[config.mk]
export PLATFORM = sky130hd
export DESIGN_NAME = sdcm_core
export DESIGN_NICKNAME = d
export VERILOG_FILES = /design/src/rtl/sdcm_pkg.sv /design/src/rtl/sdcm_banks.sv /design/src/rtl/sdcm_core.sv /design/src/rtl/sdcm_store.sv
export SDC_FILE = /design/constraint.sdc
export NUM_CORES = 2
export LEC_CHECK = 0
export BUFFER_PORTS_ARGS = -buffer_cell sky130_fd_sc_hd__buf_2
export CAP_MARGIN = 10
export CORE_ASPECT_RATIO = 1.4
export CORE_MARGIN = 10
export CORE_UTILIZATION = 40
export DETAILED_ROUTE_END_ITERATION = 10
export HOLD_SLACK_MARGIN = 0.12
export PLACE_DENSITY = 0.56
export SETUP_SLACK_MARGIN = 0.5
export SKIP_CTS_REPAIR_TIMING = 1
export SLEW_MARGIN = 25
export SYNTH_ARGS = -nofsm -noshare
export SYNTH_HDL_FRONTEND = slang
export SYNTH_HIERARCHICAL = 1
export SYNTH_SLANG_ARGS = --single-unit
[constraint.sdc]
create_clock -name mclk_in -period 8.77 [get_ports mclk_in]
set_input_delay 0.877 -clock mclk_in [delete_from_list [all_inputs] [get_ports mclk_in]]
set_output_delay 0.877 -clock mclk_in [all_outputs]
set_load 0.005 [all_outputs]
[src/rtl/sdcm_pkg.sv]
package sdcm_pkg;

  localparam int         NBANK       = 4;
  localparam int         ROW_W       = 11;
  localparam int         COL_W       = 8;
  localparam int         REF_W       = 12;
  localparam int         LANES       = 4;
  localparam int         STORE_AW    = 6;

  // operation mode register layout
  localparam logic [10:0] MODE_RESET  = 11'h000;
  localparam int          BL_LSB      = 0;
  localparam int          BT_BIT      = 3;
  localparam int          RL_LSB      = 4;
  localparam int          OPM_LO_BIT  = 7;
  localparam int          OPM_HI_BIT  = 8;
  localparam int          WSA_BIT     = 9;
  localparam int          AP_BIT      = 10;

  localparam logic [2:0] BL_1        = 3'h0;
  localparam logic [2:0] BL_2        = 3'h1;
  localparam logic [2:0] BL_4        = 3'h2;
  localparam logic [2:0] BL_8        = 3'h3;
  localparam logic [2:0] BL_PAGE     = 3'h7;

  // row strobe, column strobe, write enable levels
  localparam logic [2:0] RCW_NOP     = 3'h7;
  localparam logic [2:0] RCW_ACT     = 3'h3;
  localparam logic [2:0] RCW_READ    = 3'h5;
  localparam logic [2:0] RCW_WRITE   = 3'h4;
  localparam logic [2:0] RCW_BST     = 3'h6;
  localparam logic [2:0] RCW_PRE     = 3'h2;
  localparam logic [2:0] RCW_REF     = 3'h1;
  localparam logic [2:0] RCW_LMR     = 3'h0;

  // precharge recovery, a least time, rounded up to whole cycles
  localparam int         MCLK_NS     = 10;
  localparam int         TRP_NS      = 20;
  localparam int         TRP_CYC     = (TRP_NS + MCLK_NS - 1) / MCLK_NS;

  typedef enum logic [3:0] {
    CMD_DESEL, CMD_NOP, CMD_ACT, CMD_READ, CMD_WRITE,
    CMD_BST, CMD_PRE, CMD_REF, CMD_LMR
  } sdcm_cmd_e;

  typedef enum logic [1:0] {
    BURST_IDLE, BURST_READ, BURST_WRITE
  } sdcm_burst_e;

  typedef struct packed {
    logic        sd_clk;
    logic        cke;
    logic        cs_n;
    logic        ras_n;
    logic        cas_n;
    logic        we_n;
    logic [1:0]  ba;
    logic [10:0] addr;
    logic [3:0]  dqm;
    logic [31:0] dq;
  } sdcm_pins_s;

  localparam sdcm_pins_s PINS_IDLE = '{sd_clk: 1'b0, cke: 1'b0,
    cs_n: 1'b1, ras_n: 1'b1, cas_n: 1'b1, we_n: 1'b1, ba: 2'h0,
    addr: 11'h000, dqm: 4'hF, dq: 32'h0000_0000};

  function automatic logic [8:0] sdcm_beats(input logic [2:0] bl);
    case (bl)
      BL_2:    return 9'h002;
      BL_4:    return 9'h004;
      BL_8:    return 9'h008;
      BL_PAGE: return 9'h100;
      default: return 9'h001;
    endcase
  endfunction

  function automatic logic [7:0] sdcm_col(input logic [7:0] s,
      input logic [7:0] i, input logic [2:0] bl, input logic il);
    logic [7:0] m;
    logic [7:0] lo;
    case (bl)
      BL_2:    m = 8'h01;
      BL_4:    m = 8'h03;
      BL_8:    m = 8'h07;
      BL_PAGE: m = 8'hFF;
      default: m = 8'h00;
    endcase
    lo = (il && bl != BL_PAGE) ? (s ^ i) : 8'(s + i);
    return (s & ~m) | (lo & m);
  endfunction

endpackage

[src/rtl/sdcm_banks.sv]
module sdcm_banks (
  input  wire logic        mclk_in,
  input  wire logic        rst_in,
  input  wire logic        act_in,
  input  wire logic        pre_in,
  input  wire logic        pre_all_in,
  input  wire logic [1:0]  bank_in,
  input  wire logic [10:0] row_in,
  input  wire logic        ap_in,
  input  wire logic [1:0]  ap_bank_in,
  output logic      [3:0]  open_out,
  output logic      [3:0]  idle_out,
  output logic      [3:0]  row_lsb_out
);
  import sdcm_pkg::*;

  genvar b;
  generate
    for (b = 0; b < NBANK; b++) begin : g_bank
      logic [2:0]  rec_cnt;
      logic [10:0] row;
      always_ff @(posedge mclk_in or posedge rst_in) begin
        if (rst_in) begin
          open_out[b] <= 1'b0;
          rec_cnt     <= 3'h0;
          row         <= 11'h000;
        end else if (pre_all_in || (pre_in && bank_in == 2'(b)) ||
                     (ap_in && ap_bank_in == 2'(b))) begin
          open_out[b] <= 1'b0;
          rec_cnt     <= 3'(TRP_CYC);
        end else if (act_in && bank_in == 2'(b) && idle_out[b]) begin
          open_out[b] <= 1'b1;
          row         <= row_in;
        end else if (rec_cnt != 3'h0) begin
          rec_cnt <= rec_cnt - 3'h1;
        end
      end
      assign idle_out[b]    = !open_out[b] && rec_cnt == 3'h0;
      assign row_lsb_out[b] = row[0];
    end
  endgenerate
endmodule

[src/rtl/sdcm_core.sv]
// Contract
// only mode bits 7 and 8 both zero give normal operation.
// write single access select turns writes into one-location accesses.
// controller picks a read latency the link clock rate allows.
// selected commands decode from row, column and write strobe levels.
// deselected device takes no command; running bursts continue.
// no-op registers nothing and leaves running work alone.
// refresh with clock enable high refreshes, low enters self refresh.
// refresh row comes from internal counter; other inputs ignored.
// load mode captures address 0..10 when all banks are idle.
// activate opens given row in selected bank until precharged.
// controller precharges before activating another row in a bank.
// read/write use column bits 0..7, bank select, bit 10 auto precharge.
// read byte mask high floats that byte two clocks later.
// byte mask lane n governs data bits 8n to 8n+7.
// write byte mask high with the data blocks that byte.
// precharge closes one bank, or all banks when bit 10 high.
// precharged bank is usable only after recovery time.
// auto precharge closes bank at burst end, never for full page.
// auto precharge choice is per command, never carried over.
// controller waits recovery time after auto-precharged bursts.
// controller never programs test or reserved modes; the testbench loads the three test modes on purpose to see them flagged.
// mode fields: burst length 0..2, order bit 3, latency 4..6.
// read at edge n drives after edge n+m-1, valid at n+m.
// bursts wrap inside an aligned block of burst-length columns.
module sdcm_core (
  input  wire logic        mclk_in,
  input  wire logic        rst_in,
  input  wire logic        sd_clk_in,
  input  wire logic        cke_in,
  input  wire logic        cs_n_in,
  input  wire logic        ras_n_in,
  input  wire logic        cas_n_in,
  input  wire logic        we_n_in,
  input  wire logic        bank_select_0_in,
  input  wire logic        bank_select_1_in,
  input  wire logic [10:0] addr_in,
  input  wire logic        byte_mask_lane0_in,
  input  wire logic        byte_mask_lane1_in,
  input  wire logic        byte_mask_lane2_in,
  input  wire logic        byte_mask_lane3_in,
  input  wire logic [31:0] dq_in,
  output logic      [31:0] dq_out,
  output logic      [3:0]  dq_oe_out,
  output logic             self_refresh_out,
  output logic      [11:0] refresh_row_out,
  output logic      [3:0]  bank_open_out,
  output logic             test_mode_out
);
  import sdcm_pkg::*;

  sdcm_pins_s  pin_raw;
  sdcm_pins_s  pin_meta;
  sdcm_pins_s  pin;
  logic        clk_prev;
  logic        link_edge;
  sdcm_cmd_e   cmd;
  logic        take;
  logic [10:0] operation_mode_register;
  logic [2:0]  bl;
  logic        il;
  logic [1:0]  rl_eff;
  logic        normal;
  logic        wsingle;
  logic [3:0]  open;
  logic [3:0]  idle;
  logic [3:0]  row_lsb;
  logic        new_rd;
  logic        new_wr;
  logic        new_rw;
  logic        kill;
  sdcm_burst_e burst_st;
  logic [1:0]  lat_cnt;
  logic [7:0]  start_col;
  logic [7:0]  beat_idx;
  logic [8:0]  rem;
  logic [1:0]  burst_bank;
  logic        burst_ap;
  logic [2:0]  burst_bl;
  logic        burst_il;
  logic [7:0]  cur_start;
  logic [7:0]  cur_idx;
  logic [1:0]  cur_bank;
  logic [2:0]  cur_bl;
  logic        cur_il;
  logic        cur_ap;
  logic [8:0]  cur_rem;
  logic [7:0]  cur_col;
  logic        fire_rd;
  logic        fire_wr;
  logic        last;
  logic        ap_pre;
  logic [3:0]  dqm_prev;
  logic [31:0] rdata;
  logic        self_ref;
  logic [11:0] refresh_row;

  always_comb begin
    pin_raw.sd_clk = sd_clk_in;
    pin_raw.cke    = cke_in;
    pin_raw.cs_n   = cs_n_in;
    pin_raw.ras_n  = ras_n_in;
    pin_raw.cas_n  = cas_n_in;
    pin_raw.we_n   = we_n_in;
    pin_raw.ba     = {bank_select_1_in, bank_select_0_in};
    pin_raw.addr   = addr_in;
    pin_raw.dqm    = {byte_mask_lane3_in, byte_mask_lane2_in,
                      byte_mask_lane1_in, byte_mask_lane0_in};
    pin_raw.dq     = dq_in;
  end

  // every pin passes two flops; the link clock is found by its rise
  always_ff @(posedge mclk_in or posedge rst_in) begin
    if (rst_in) begin
      pin_meta <= PINS_IDLE;
      pin      <= PINS_IDLE;
      clk_prev <= 1'b0;
    end else begin
      pin_meta <= pin_raw;
      pin      <= pin_meta;
      clk_prev <= pin.sd_clk;
    end
  end

  assign link_edge = pin.sd_clk & ~clk_prev;

  always_comb begin
    if (pin.cs_n) begin
      cmd = CMD_DESEL;
    end else begin
      case ({pin.ras_n, pin.cas_n, pin.we_n})
        RCW_NOP:   cmd = CMD_NOP;
        RCW_ACT:   cmd = CMD_ACT;
        RCW_READ:  cmd = CMD_READ;
        RCW_WRITE: cmd = CMD_WRITE;
        RCW_BST:   cmd = CMD_BST;
        RCW_PRE:   cmd = CMD_PRE;
        RCW_REF:   cmd = CMD_REF;
        RCW_LMR:   cmd = CMD_LMR;
        default:   cmd = CMD_NOP;
      endcase
    end
  end

  assign take = link_edge & pin.cke & ~self_ref;

  always_ff @(posedge mclk_in or posedge rst_in) begin
    if (rst_in) begin
      operation_mode_register <= MODE_RESET;
    end else if (take && cmd == CMD_LMR && idle == 4'hF) begin
      operation_mode_register <= pin.addr;
    end
  end

  assign bl      = operation_mode_register[BL_LSB +: 3];
  assign il      = operation_mode_register[BT_BIT];
  assign normal  = !operation_mode_register[OPM_LO_BIT] &&
                   !operation_mode_register[OPM_HI_BIT];
  assign wsingle = operation_mode_register[WSA_BIT];

  // reserved latency codes fall back to the slowest setting
  always_comb begin
    case (operation_mode_register[RL_LSB +: 3])
      3'h1:    rl_eff = 2'h1;
      3'h2:    rl_eff = 2'h2;
      default: rl_eff = 2'h3;
    endcase
  end

  // test modes stop reads and writes; other commands still act
  assign new_rd = take && cmd == CMD_READ && normal && open[pin.ba];
  assign new_wr = take && cmd == CMD_WRITE && normal && open[pin.ba];
  assign new_rw = new_rd | new_wr;
  assign kill   = take && cmd == CMD_BST;

  always_comb begin
    cur_start = new_rw ? pin.addr[7:0] : start_col;
    cur_idx   = new_rw ? 8'h00 : beat_idx;
    cur_bank  = new_rw ? pin.ba : burst_bank;
    cur_bl    = new_rw ? bl : burst_bl;
    cur_il    = new_rw ? il : burst_il;
    cur_ap    = new_rw ? pin.addr[AP_BIT] : burst_ap;
    if (new_wr && wsingle) begin
      cur_rem = 9'h001;
    end else begin
      cur_rem = new_rw ? sdcm_beats(bl) : rem;
    end
    cur_col = sdcm_col(cur_start, cur_idx, cur_bl, cur_il);
  end

  assign fire_rd = link_edge && ((new_rd && rl_eff == 2'h1) ||
    (!new_rw && !kill && burst_st == BURST_READ && lat_cnt <= 2'h1));
  assign fire_wr = link_edge &&
    (new_wr || (!new_rw && !kill && burst_st == BURST_WRITE));
  assign last    = (fire_rd || fire_wr) && cur_rem == 9'h001;
  assign ap_pre  = last && cur_ap && cur_bl != BL_PAGE;

  always_ff @(posedge mclk_in or posedge rst_in) begin
    if (rst_in) begin
      burst_st   <= BURST_IDLE;
      lat_cnt    <= 2'h0;
      start_col  <= 8'h00;
      beat_idx   <= 8'h00;
      rem        <= 9'h000;
      burst_bank <= 2'h0;
      burst_ap   <= 1'b0;
      burst_bl   <= BL_1;
      burst_il   <= 1'b0;
    end else if (link_edge) begin
      if (new_rw) begin
        start_col  <= pin.addr[7:0];
        burst_bank <= pin.ba;
        burst_ap   <= pin.addr[AP_BIT];
        burst_bl   <= (new_wr && wsingle) ? BL_1 : bl;
        burst_il   <= il;
        lat_cnt    <= new_rd ? rl_eff - 2'h1 : 2'h0;
      end else if (burst_st == BURST_READ && lat_cnt > 2'h1) begin
        lat_cnt <= lat_cnt - 2'h1;
      end
      if (fire_rd || fire_wr) begin
        beat_idx <= cur_idx + 8'h01;
        rem      <= cur_rem - 9'h001;
      end else if (new_rw) begin
        beat_idx <= 8'h00;
        rem      <= cur_rem;
      end
      case (burst_st)
        BURST_IDLE, BURST_READ, BURST_WRITE: begin
          if (kill || last) begin
            burst_st <= BURST_IDLE;
          end else if (new_rd) begin
            burst_st <= BURST_READ;
          end else if (new_wr) begin
            burst_st <= BURST_WRITE;
          end
        end
        default: burst_st <= BURST_IDLE;
      endcase
    end
  end

  sdcm_banks u_banks (
    .mclk_in     (mclk_in),
    .rst_in      (rst_in),
    .act_in      (take && cmd == CMD_ACT),
    .pre_in      (take && cmd == CMD_PRE && !pin.addr[AP_BIT]),
    .pre_all_in  (take && cmd == CMD_PRE && pin.addr[AP_BIT]),
    .bank_in     (pin.ba),
    .row_in      (pin.addr),
    .ap_in       (ap_pre),
    .ap_bank_in  (cur_bank),
    .open_out    (open),
    .idle_out    (idle),
    .row_lsb_out (row_lsb)
  );

  sdcm_store u_store (
    .mclk_in    (mclk_in),
    .wr_in      (fire_wr),
    .lane_we_in (~pin.dqm),
    .index_in   ({cur_bank, row_lsb[cur_bank], cur_col[2:0]}),
    .wdata_in   (pin.dq),
    .rdata_out  (rdata)
  );

  // a beat leaves one link edge before it is due, so the mask taken
  // one edge earlier is the one two clocks ahead of valid data
  always_ff @(posedge mclk_in or posedge rst_in) begin
    if (rst_in) begin
      dqm_prev  <= 4'hF;
      dq_out    <= 32'h0000_0000;
      dq_oe_out <= 4'h0;
    end else if (link_edge) begin
      dqm_prev <= pin.dqm;
      if (fire_rd) begin
        dq_out    <= rdata;
        dq_oe_out <= ~dqm_prev;
      end else begin
        dq_oe_out <= 4'h0;
      end
    end
  end

  always_ff @(posedge mclk_in or posedge rst_in) begin
    if (rst_in) begin
      refresh_row <= 12'h000;
      self_ref    <= 1'b0;
    end else if (link_edge) begin
      if (take && cmd == CMD_REF) begin
        refresh_row <= refresh_row + 12'h001;
      end
      if (!self_ref && !pin.cke && cmd == CMD_REF) begin
        self_ref <= 1'b1;
      end else if (self_ref && pin.cke) begin
        self_ref <= 1'b0;
      end
    end
  end

  always_ff @(posedge mclk_in or posedge rst_in) begin
    if (rst_in) begin
      bank_open_out <= 4'h0;
      test_mode_out <= 1'b0;
    end else begin
      bank_open_out <= open;
      test_mode_out <= !normal;
    end
  end

  assign self_refresh_out = self_ref;
  assign refresh_row_out  = refresh_row;
endmodule

[src/rtl/sdcm_store.sv]
module sdcm_store (
  input  wire logic        mclk_in,
  input  wire logic        wr_in,
  input  wire logic [3:0]  lane_we_in,
  input  wire logic [5:0]  index_in,
  input  wire logic [31:0] wdata_in,
  output logic      [31:0] rdata_out
);
  import sdcm_pkg::*;

  // small flop arrays; wider addresses alias onto them
  genvar l;
  generate
    for (l = 0; l < LANES; l++) begin : g_lane
      // one array per lane, so each process is the only writer of its flops
      logic [7:0] mem [2**STORE_AW];
      always_ff @(posedge mclk_in) begin
        if (wr_in && lane_we_in[l]) begin
          mem[index_in] <= wdata_in[8*l +: 8];
        end
      end
      assign rdata_out[8*l +: 8] = mem[index_in];
    end
  endgenerate
endmodule

Yosys cells after proc, flatten, opt, wreduce, memory -nomap -nowiden
Memories as Yosys holds them, arrays and structs flattened. A register that Yosys moved wholly into a read port is not among the register bits.
Cells that the tools add are included.
- $add $sub $neg: 10
- order comparisons: 4
- equality and inequality tests: 34
- multiplexer cells: 59
- bitwise logic cells: 17
- reduce and logical (&&, ||, !) cells: 117
- operator list (operator ; count):
    logical AND 1 bit ; 55
    2-to-1 mux 3 bit ; 15
    2-to-1 mux 9 bit ; 4
    case mux 9 bit (4 select lines) ; 1
    AND reduction 2 bit ; 15
    2-to-1 mux 8 bit ; 3
    2-to-1 mux 1 bit ; 22
    nonzero test 2 bit ; 11
    equality test 4 x 3 -> 1 bit (second input constant) ; 4
    2-to-1 mux 2 bit ; 8
    equality test 3 x 2 -> 1 bit (second input constant) ; 5
    adder 12 x 1 -> 12 bit (second input constant) ; 1
    logical NOT 1 bit ; 12
    logical NOT 3 bit ; 4
    logical OR 1 bit ; 12
    case mux 3 bit (4 select lines) ; 1
    nonzero test 3 bit ; 4
    subtractor 3 x 1 -> 3 bit (second input constant) ; 4
    equality test 2 bit (second input constant) ; 5
    equality test 3 x 1 -> 1 bit (second input constant) ; 3
    equality test 9 x 1 -> 1 bit (second input constant) ; 1
    subtractor 9 x 1 -> 9 bit (second input constant) ; 1
    adder 8 x 1 -> 8 bit (second input constant) ; 1
    equality test 2 x 1 -> 1 bit (second input constant) ; 4
    other kinds (24) ; 45
- flip-flop bits (word level): 203
- RAM bits: 2048
- bits in read-only memories: 32
- input bits: 57
- output and inout bits: 54
- word-level logic and storage cells: 295
- memories kept: 5
- memory list (memory ; depth ; bits a word ; rd ports ; clocked after memory_dff ; write ports ; line ; RTL):
    u_store.g_lane[0].mem ; 64 ; 8 ; 1 ; 1 ; 1 ; sdcm_store.sv:16 ; logic [7:0] mem [2**STORE_AW];
    u_store.g_lane[1].mem ; 64 ; 8 ; 1 ; 1 ; 1 ; sdcm_store.sv:16 ;
    u_store.g_lane[2].mem ; 64 ; 8 ; 1 ; 1 ; 1 ; sdcm_store.sv:16 ;
    u_store.g_lane[3].mem ; 64 ; 8 ; 1 ; 1 ; 1 ; sdcm_store.sv:16 ;
    (no name shown) ; 8 ; 4 ; 1 ; 0 ; 0 ; sdcm_core.sv:131 ; case ({pin.ras_n, pin.cas_n, pin.we_n})

Depth between registers and ports, before layout
- depth after elaboration: 22
- mapped depth: 27
- depth with buffers taken out: 21

Modules after synthesis
Netlist, hierarchy kept.
- by module, submodules not included (module ; times used ; cells each ; area an instance (um^2) ; seq. area each (um^2)):
    sdcm_store ; 1 ; 4423 ; 78684.2 ; 61499.0
    sdcm_core ; 1 ; 604 ; 7534.7 ; 5154.9
    sdcm_banks ; 1 ; 113 ; 1078.5 ; 500.5

Worst setup path before layout
OpenSTA, ideal clock, no wires.
- path kind: register to register
- from: register pin[50] (netlist bit)
- to: memory u_store.g_lane[0].mem[14][0], enable pin
- library setup time: 0.370 ns
- arrival time: 5.054 ns
- data required time: 8.400 ns
- setup slack: 3.346 ns
- cell stages (with the launch flop): 22
- buffers on the path: 8
- clock period less this slack: 5.424 ns
- path through: dfstp_2 inv_1 ha_1 nor2b_1 o211ai_1 a211o_4 buf_6 clkbuf_1 and2_1 ha_1 fa_1 and3_1 o21ai_1 xnor2_1 buf_4 buf_6 buf_2 buf_2 clkbuf_1 buf_2 nand3_1 nor2_1
- elaborated cells on any way between the ends: 43
- those cells by class: add/sub (1); eq/ne (8); mux (12); bitwise (6); reduce/logical (15); memory (1)
- RTL lines (element ; line ; RTL):
    start: declaration ; sdcm_core.sv:54 ; sdcm_pins_s pin;
    start signal: assignment ; sdcm_core.sv:120 ; pin <= pin_meta;
    memory read (8 x 4 bit) (*) ; - ;
    2-to-1 mux 4 bit (*) ; sdcm_core.sv:128 ; if (pin.cs_n) begin
    equality test 4 x 2 -> 1 bit / equality test 4 x 3 -> 1 bit (equally long branches) ; sdcm_core.sv:171, sdcm_core.sv:172 ;
    logical AND 1 bit, on equally long branches (3 in a row) ; sdcm_core.sv:171, sdcm_core.sv:172 ;
    bitwise OR 1 bit (*) ; sdcm_core.sv:173 ; assign new_rw = new_rd | new_wr;
    parallel branches: the longest is 5 deep, another holds adder 3 bit ; - ;
    bitwise OR 3 bit (*) ; sdcm_pkg.sv:89 ; return (s & ~m) | (lo & m);
    net cur_col[2] ; sdcm_core.sv:88 ; logic [7:0] cur_col;
    end: declaration ; sdcm_store.sv:16 ;
Mark *: on every way through the listed nets, which the timed path passes. The select of a mux whose other input is x is not followed.

Final worst setup path
- from: register pin[50] (netlist bit)
- to: register dq_out[26] (read register of u_store.g_lane[3].mem)
- elaborated cells on any way between the ends: 43
- those cells by class: add/sub (1); eq/ne (8); mux (10); bitwise (6); reduce/logical (17); memory (1)
- RTL lines (element ; line ; RTL):
    memory read (8 x 4 bit) (*) ; - ;
    2-to-1 mux 4 bit (*) ; sdcm_core.sv:128 ;
    equality test 4 x 2 -> 1 bit / equality test 4 x 3 -> 1 bit (equally long branches) ; sdcm_core.sv:171, sdcm_core.sv:172 ;
    logical AND 1 bit, on equally long branches (3 in a row) ; sdcm_core.sv:171, sdcm_core.sv:172 ;
    bitwise OR 1 bit (*) ; sdcm_core.sv:173 ;
    2-to-1 mux 8 bit (*) ; - ;
    net cur_start[0] ; sdcm_core.sv:81 ; logic [7:0] cur_start;
    adder 3 bit (*) ; sdcm_pkg.sv:88 ; lo = (il && bl != BL_PAGE) ? (s ^ i) : 8'(s + i);
    2-to-1 mux 3 bit (*) ; sdcm_pkg.sv:88 ;
    AND 3 bit (*) ; sdcm_pkg.sv:89 ;
    bitwise OR 3 bit (*) ; sdcm_pkg.sv:89 ;
    net cur_col[1] ; sdcm_core.sv:88 ;
    end: declaration ; sdcm_core.sv:43 ; output logic [31:0] dq_out,
Mark *: on every way through the listed nets, which the timed path passes. The rest lies on a longest branch. The select of a mux whose other input is x is not followed.
A chain may end at the register's enable or synchronous reset.

==> key figures <==
Clock tree
  – Clock Root Buffer: clkbuf_16
  – TritonCTS buffer count: 220
  – TritonCTS clock tree: built
  – Clock Tree Buf Depth: 4
  – H-tree levels: 4
  – Reg clk slew, reported paths: 0.07 ns
  – Sink Count: 2273
  – Worst-Skew Late Latency: around 0.88 ns

Synth
  – Area share of the largest cell type after synthesis: 0.7045
  – Post-Synth XOR/XNOR Area: 0.002308
  – Largest family of logic cells by synthesized area: compound AO/OA/AOI/OAI gates
  – Commonest cells post-synth: edfxtp_1 (2048), nor2_1 (435), a22oi_1 (331), nand2_1 (263), o22ai_1 (213)
  – Dominant synthesized flop cell: edfxtp_1
  – Yosys Warn Count: 6
  – Syn nets: around 5.2k
  – Yosys reg bits: 2273
  – Synth Instances: between 5k and 6k
  – Cell variety after synth: 93
  – Post-synth top area cell: edfxtp_1
  – Synthesized area: 0.08730 sq mm
  – Avg Inst Size Synth: 16.98 sq um
  – Synth top area cells: edfxtp_1 (70%), dfrtp_1 (5.9%), mux4_2 (3.2%)
  – Synth Area in Adders: 0.003067
  – Most frequent cell after synthesis: edfxtp_1
  – Compound-Gate Fraction of Synth Area: 0.09374
  – Sequential-to-total area share from yosys stat: 0.7693
  – Post-synth EDFFs: 2048
  – Fraction of registers with async set/reset: 0.09899
  – Mux contribution to synthesized area: 0.06580
  – Simple-gate share of the synthesized area: 0.04595

Power and ir drop
  – Register share of total power: 0.541
  – PwrDens: 223.8 mW/mm^2
  – Switching Fraction: 0.2110
  – Leak Pwr: 0.03144 uW
  – Clock share of power: 0.422
  – Sw power: 4665 uW
  – Gate power share: 0.037
  – Worst VDD drop: around 0.16 mV
  – Cell internal pwr: 17440 uW

Routing
  – Drt via density: roughly 6
  – Met3 WL: 21090 microns
  – Highest Signal Layer: met5
  – Total Routed Length: 264000 microns
  – Initial DRC count: 6299
  – DR WL/cell: 31.60 microns
  – Via count: 50.19k
  – DR WL met2: between 100000 and 150000 microns
  – First-pass detailed-route iteration total: 6
  – Wl on met1: 98870 microns
  – ANT nets after route: 0
  – Drt drc: 0

Cells and area
  – NumNets Final: 5384
  – Area Growth Syn to Fin: 13.16%
  – Finished Layout Cells: about 8.4k
  – Post-route cell area: 0.09879 sq mm
  – Share of layout cells above drive strength 1: 0.1622

Run
  – MaxCap Viol Count: 0

Global routing
  – Gr usage total: 0.2145
  – GRT Residual Overflow: 0
  – Vias in the first global route: 50.03k
  – Largest net degree at the start of global routing: approximately 130
  – Antenna violations before repair: 13
  – First-pass GRT wire length: 375300 microns

STA
  – Fmax achieved: around 0.13 GHz
  – Fin. Hold Viols: 0
  – Total negative slack: 0 ns
  – Endpoints failing setup: 0
  – Slew Limit Fails: 0
  – Final Cycle Share: 0.8567
  – Slew HR: 0.1885
  – Slew of the pin with the lowest slew margin: 1.217 ns
  – RSZ-0062 raised after global routing: no
  – Min Hold Slack: roughly 0.14 ns
  – Clock Skews: about 0.077 ns
  – Min Tclk post-route: 7.513 ns

Critical path
  – R2R depth: 23
  – Worst endpoint required time: 9.48 ns
  – FF-to-FF End: dq_out[26]$_DFFE_PP0P_
  – Worst Path Class, Setup: register to register
  – Crit path DAT: 8.22 ns
  – Crit end category: register
  – Flop2flop setup slack: 1.26 ns
  – Worst r2r src: pin[50]$_DFF_PP1_
  – CP Launch Type: register
  – Worst-path fanout max: 28

Placement
  – DP HPWL: ~160000 microns
  – Placed insts: approximately 7.9k
  – Port buffer count: between 100 and 150
  – Dpl cell area: 0.09122 sq mm
  – Routability cong.: 0.8689

Die
  – I/O Pins: 111
  – Initial cell density of the core: 0.4026
  – Die ar.: 0.2376 sq mm
  – Die extent in y: 572.8 microns
  – Num rows: 202
  – Floorplan core area: 0.2169 sq mm
  – Chip Width: 414.8 microns

Status
  – Status: finished, final reports clean

Min path
  – Min-delay worst type: input pin to asynchronous set/reset pin
[worst max-delay path: stages, from the launching register on]
cell,delay (ns)
dfstp_2,0.62
inv_1,0.09
ha_1,0.28
or3b_1,0.46
o21a_1,0.15
nand4_1,0.21
nand2_1,0.33
nand2_1,0.21
nand2_1,0.11
ha_1,0.22
fa_1,0.47
mux2i_1,0.06
o21ai_0,0.08
o31a_2,0.80
buf_4,0.60
nor2b_4,0.24
buf_4,0.32
a221oi_1,0.40
nor2_1,0.11
o21ai_0,0.64
nand4_1,0.19
or4_1,0.55
nand2_1,0.07
nand2_1,0.06
[routing by layer]
layer	track usage	vias up
met3	0.03896	616
met4	0.1045	2
met2	0.3588	2535
met1	0.2684	26060
li1	-	20980
met5	0	-
[power by group through the flow]
stage | combinational [uW] | clock, uW | sequential, uW
CTS | 802 | 9480 | 12000
finish | 817 | 9330 | 12000
detailed placement | 800 | 0 | 12200
global route | 887 | 9890 | 12000
global placement | 782 | 0 | 12200
floorplan | 402 | 0 | 12200
[how the worst max path moves through the flow]
stage	start	end	slack [ns]	cells past startpoint
after floorplan	rst_in	bank_open_out[0]$_DFF_PP0_	2.33	1
after global placement	pin[50]$_DFF_PP1_	dq_out[26]$_DFFE_PP0P_	1.45	23
after detailed placement	pin[50]$_DFF_PP1_	dq_out[26]$_DFFE_PP0P_	1.37	23
after CTS	pin[50]$_DFF_PP1_	dq_out[26]$_DFFE_PP0P_	1.31	23
after global routing	pin[50]$_DFF_PP1_	dq_out[26]$_DFFE_PP0P_	0.94	23
final	pin[50]$_DFF_PP1_	dq_out[26]$_DFFE_PP0P_	1.26	23
[kinds of logic after synthesis]
kind of cell	count (synthesis)
DFF	2273
and+or+nand+nor	909
xor gates and xnor gates	23
buffers and inverters	386
AOI/OAI and AO/OA	1127
muxes	401
adders and majority gates	21
[final cells by class]
class	instances	area [sq um]
flip-flops and latches	2273	67190
well taps	2856	3573
fillers	18770	118100
clock buffers	305	6128
multi-input cells	2481	18600
inverters	38	153.9
clock inverters	97	889.6
repair buffers	293	2215
diodes	12	30.03
[metrics by stage]
stage | power [uW] | worst slack [ns] | utilization
floorplan | 12620 | 2.330 | -
global placement | 12970 | 1.446 | 0.4206
detailed placement | 12990 | 1.373 | 0.4206
CTS | 22240 | 1.307 | 0.4530
global route | 22740 | 0.9352 | 0.4555
finish | 22110 | 1.257 | 0.4555
[cells in the final DEF, fill, tap and decap left out, types with 58 or more instances in the layout]
cell type,instances
a21oi_1,106
clkbuf_1,58
mux4_2,125
mux2_2,77
dfrtp_1,173
clkbuf_16,223
mux2i_1,181
o22ai_1,213
a221oi_1,179
nor2_1,427
a22oi_1,331
buf_4,119
o21ai_0,92
edfxtp_1,2048
nand2_1,256
buf_2,110
[registers in the layout, summed over array words and instances, names as in the netlist, 9 cells and up]
name and count:
refresh_row_out 12, pin_meta 55, pin 55, operation_mode_register 10
rem 9, dq_out 32, u_store/g_lane.mem 2048, u_banks/g_bank.rec_cnt 12
No activity file was read; power rests on OpenSTA's default activity.
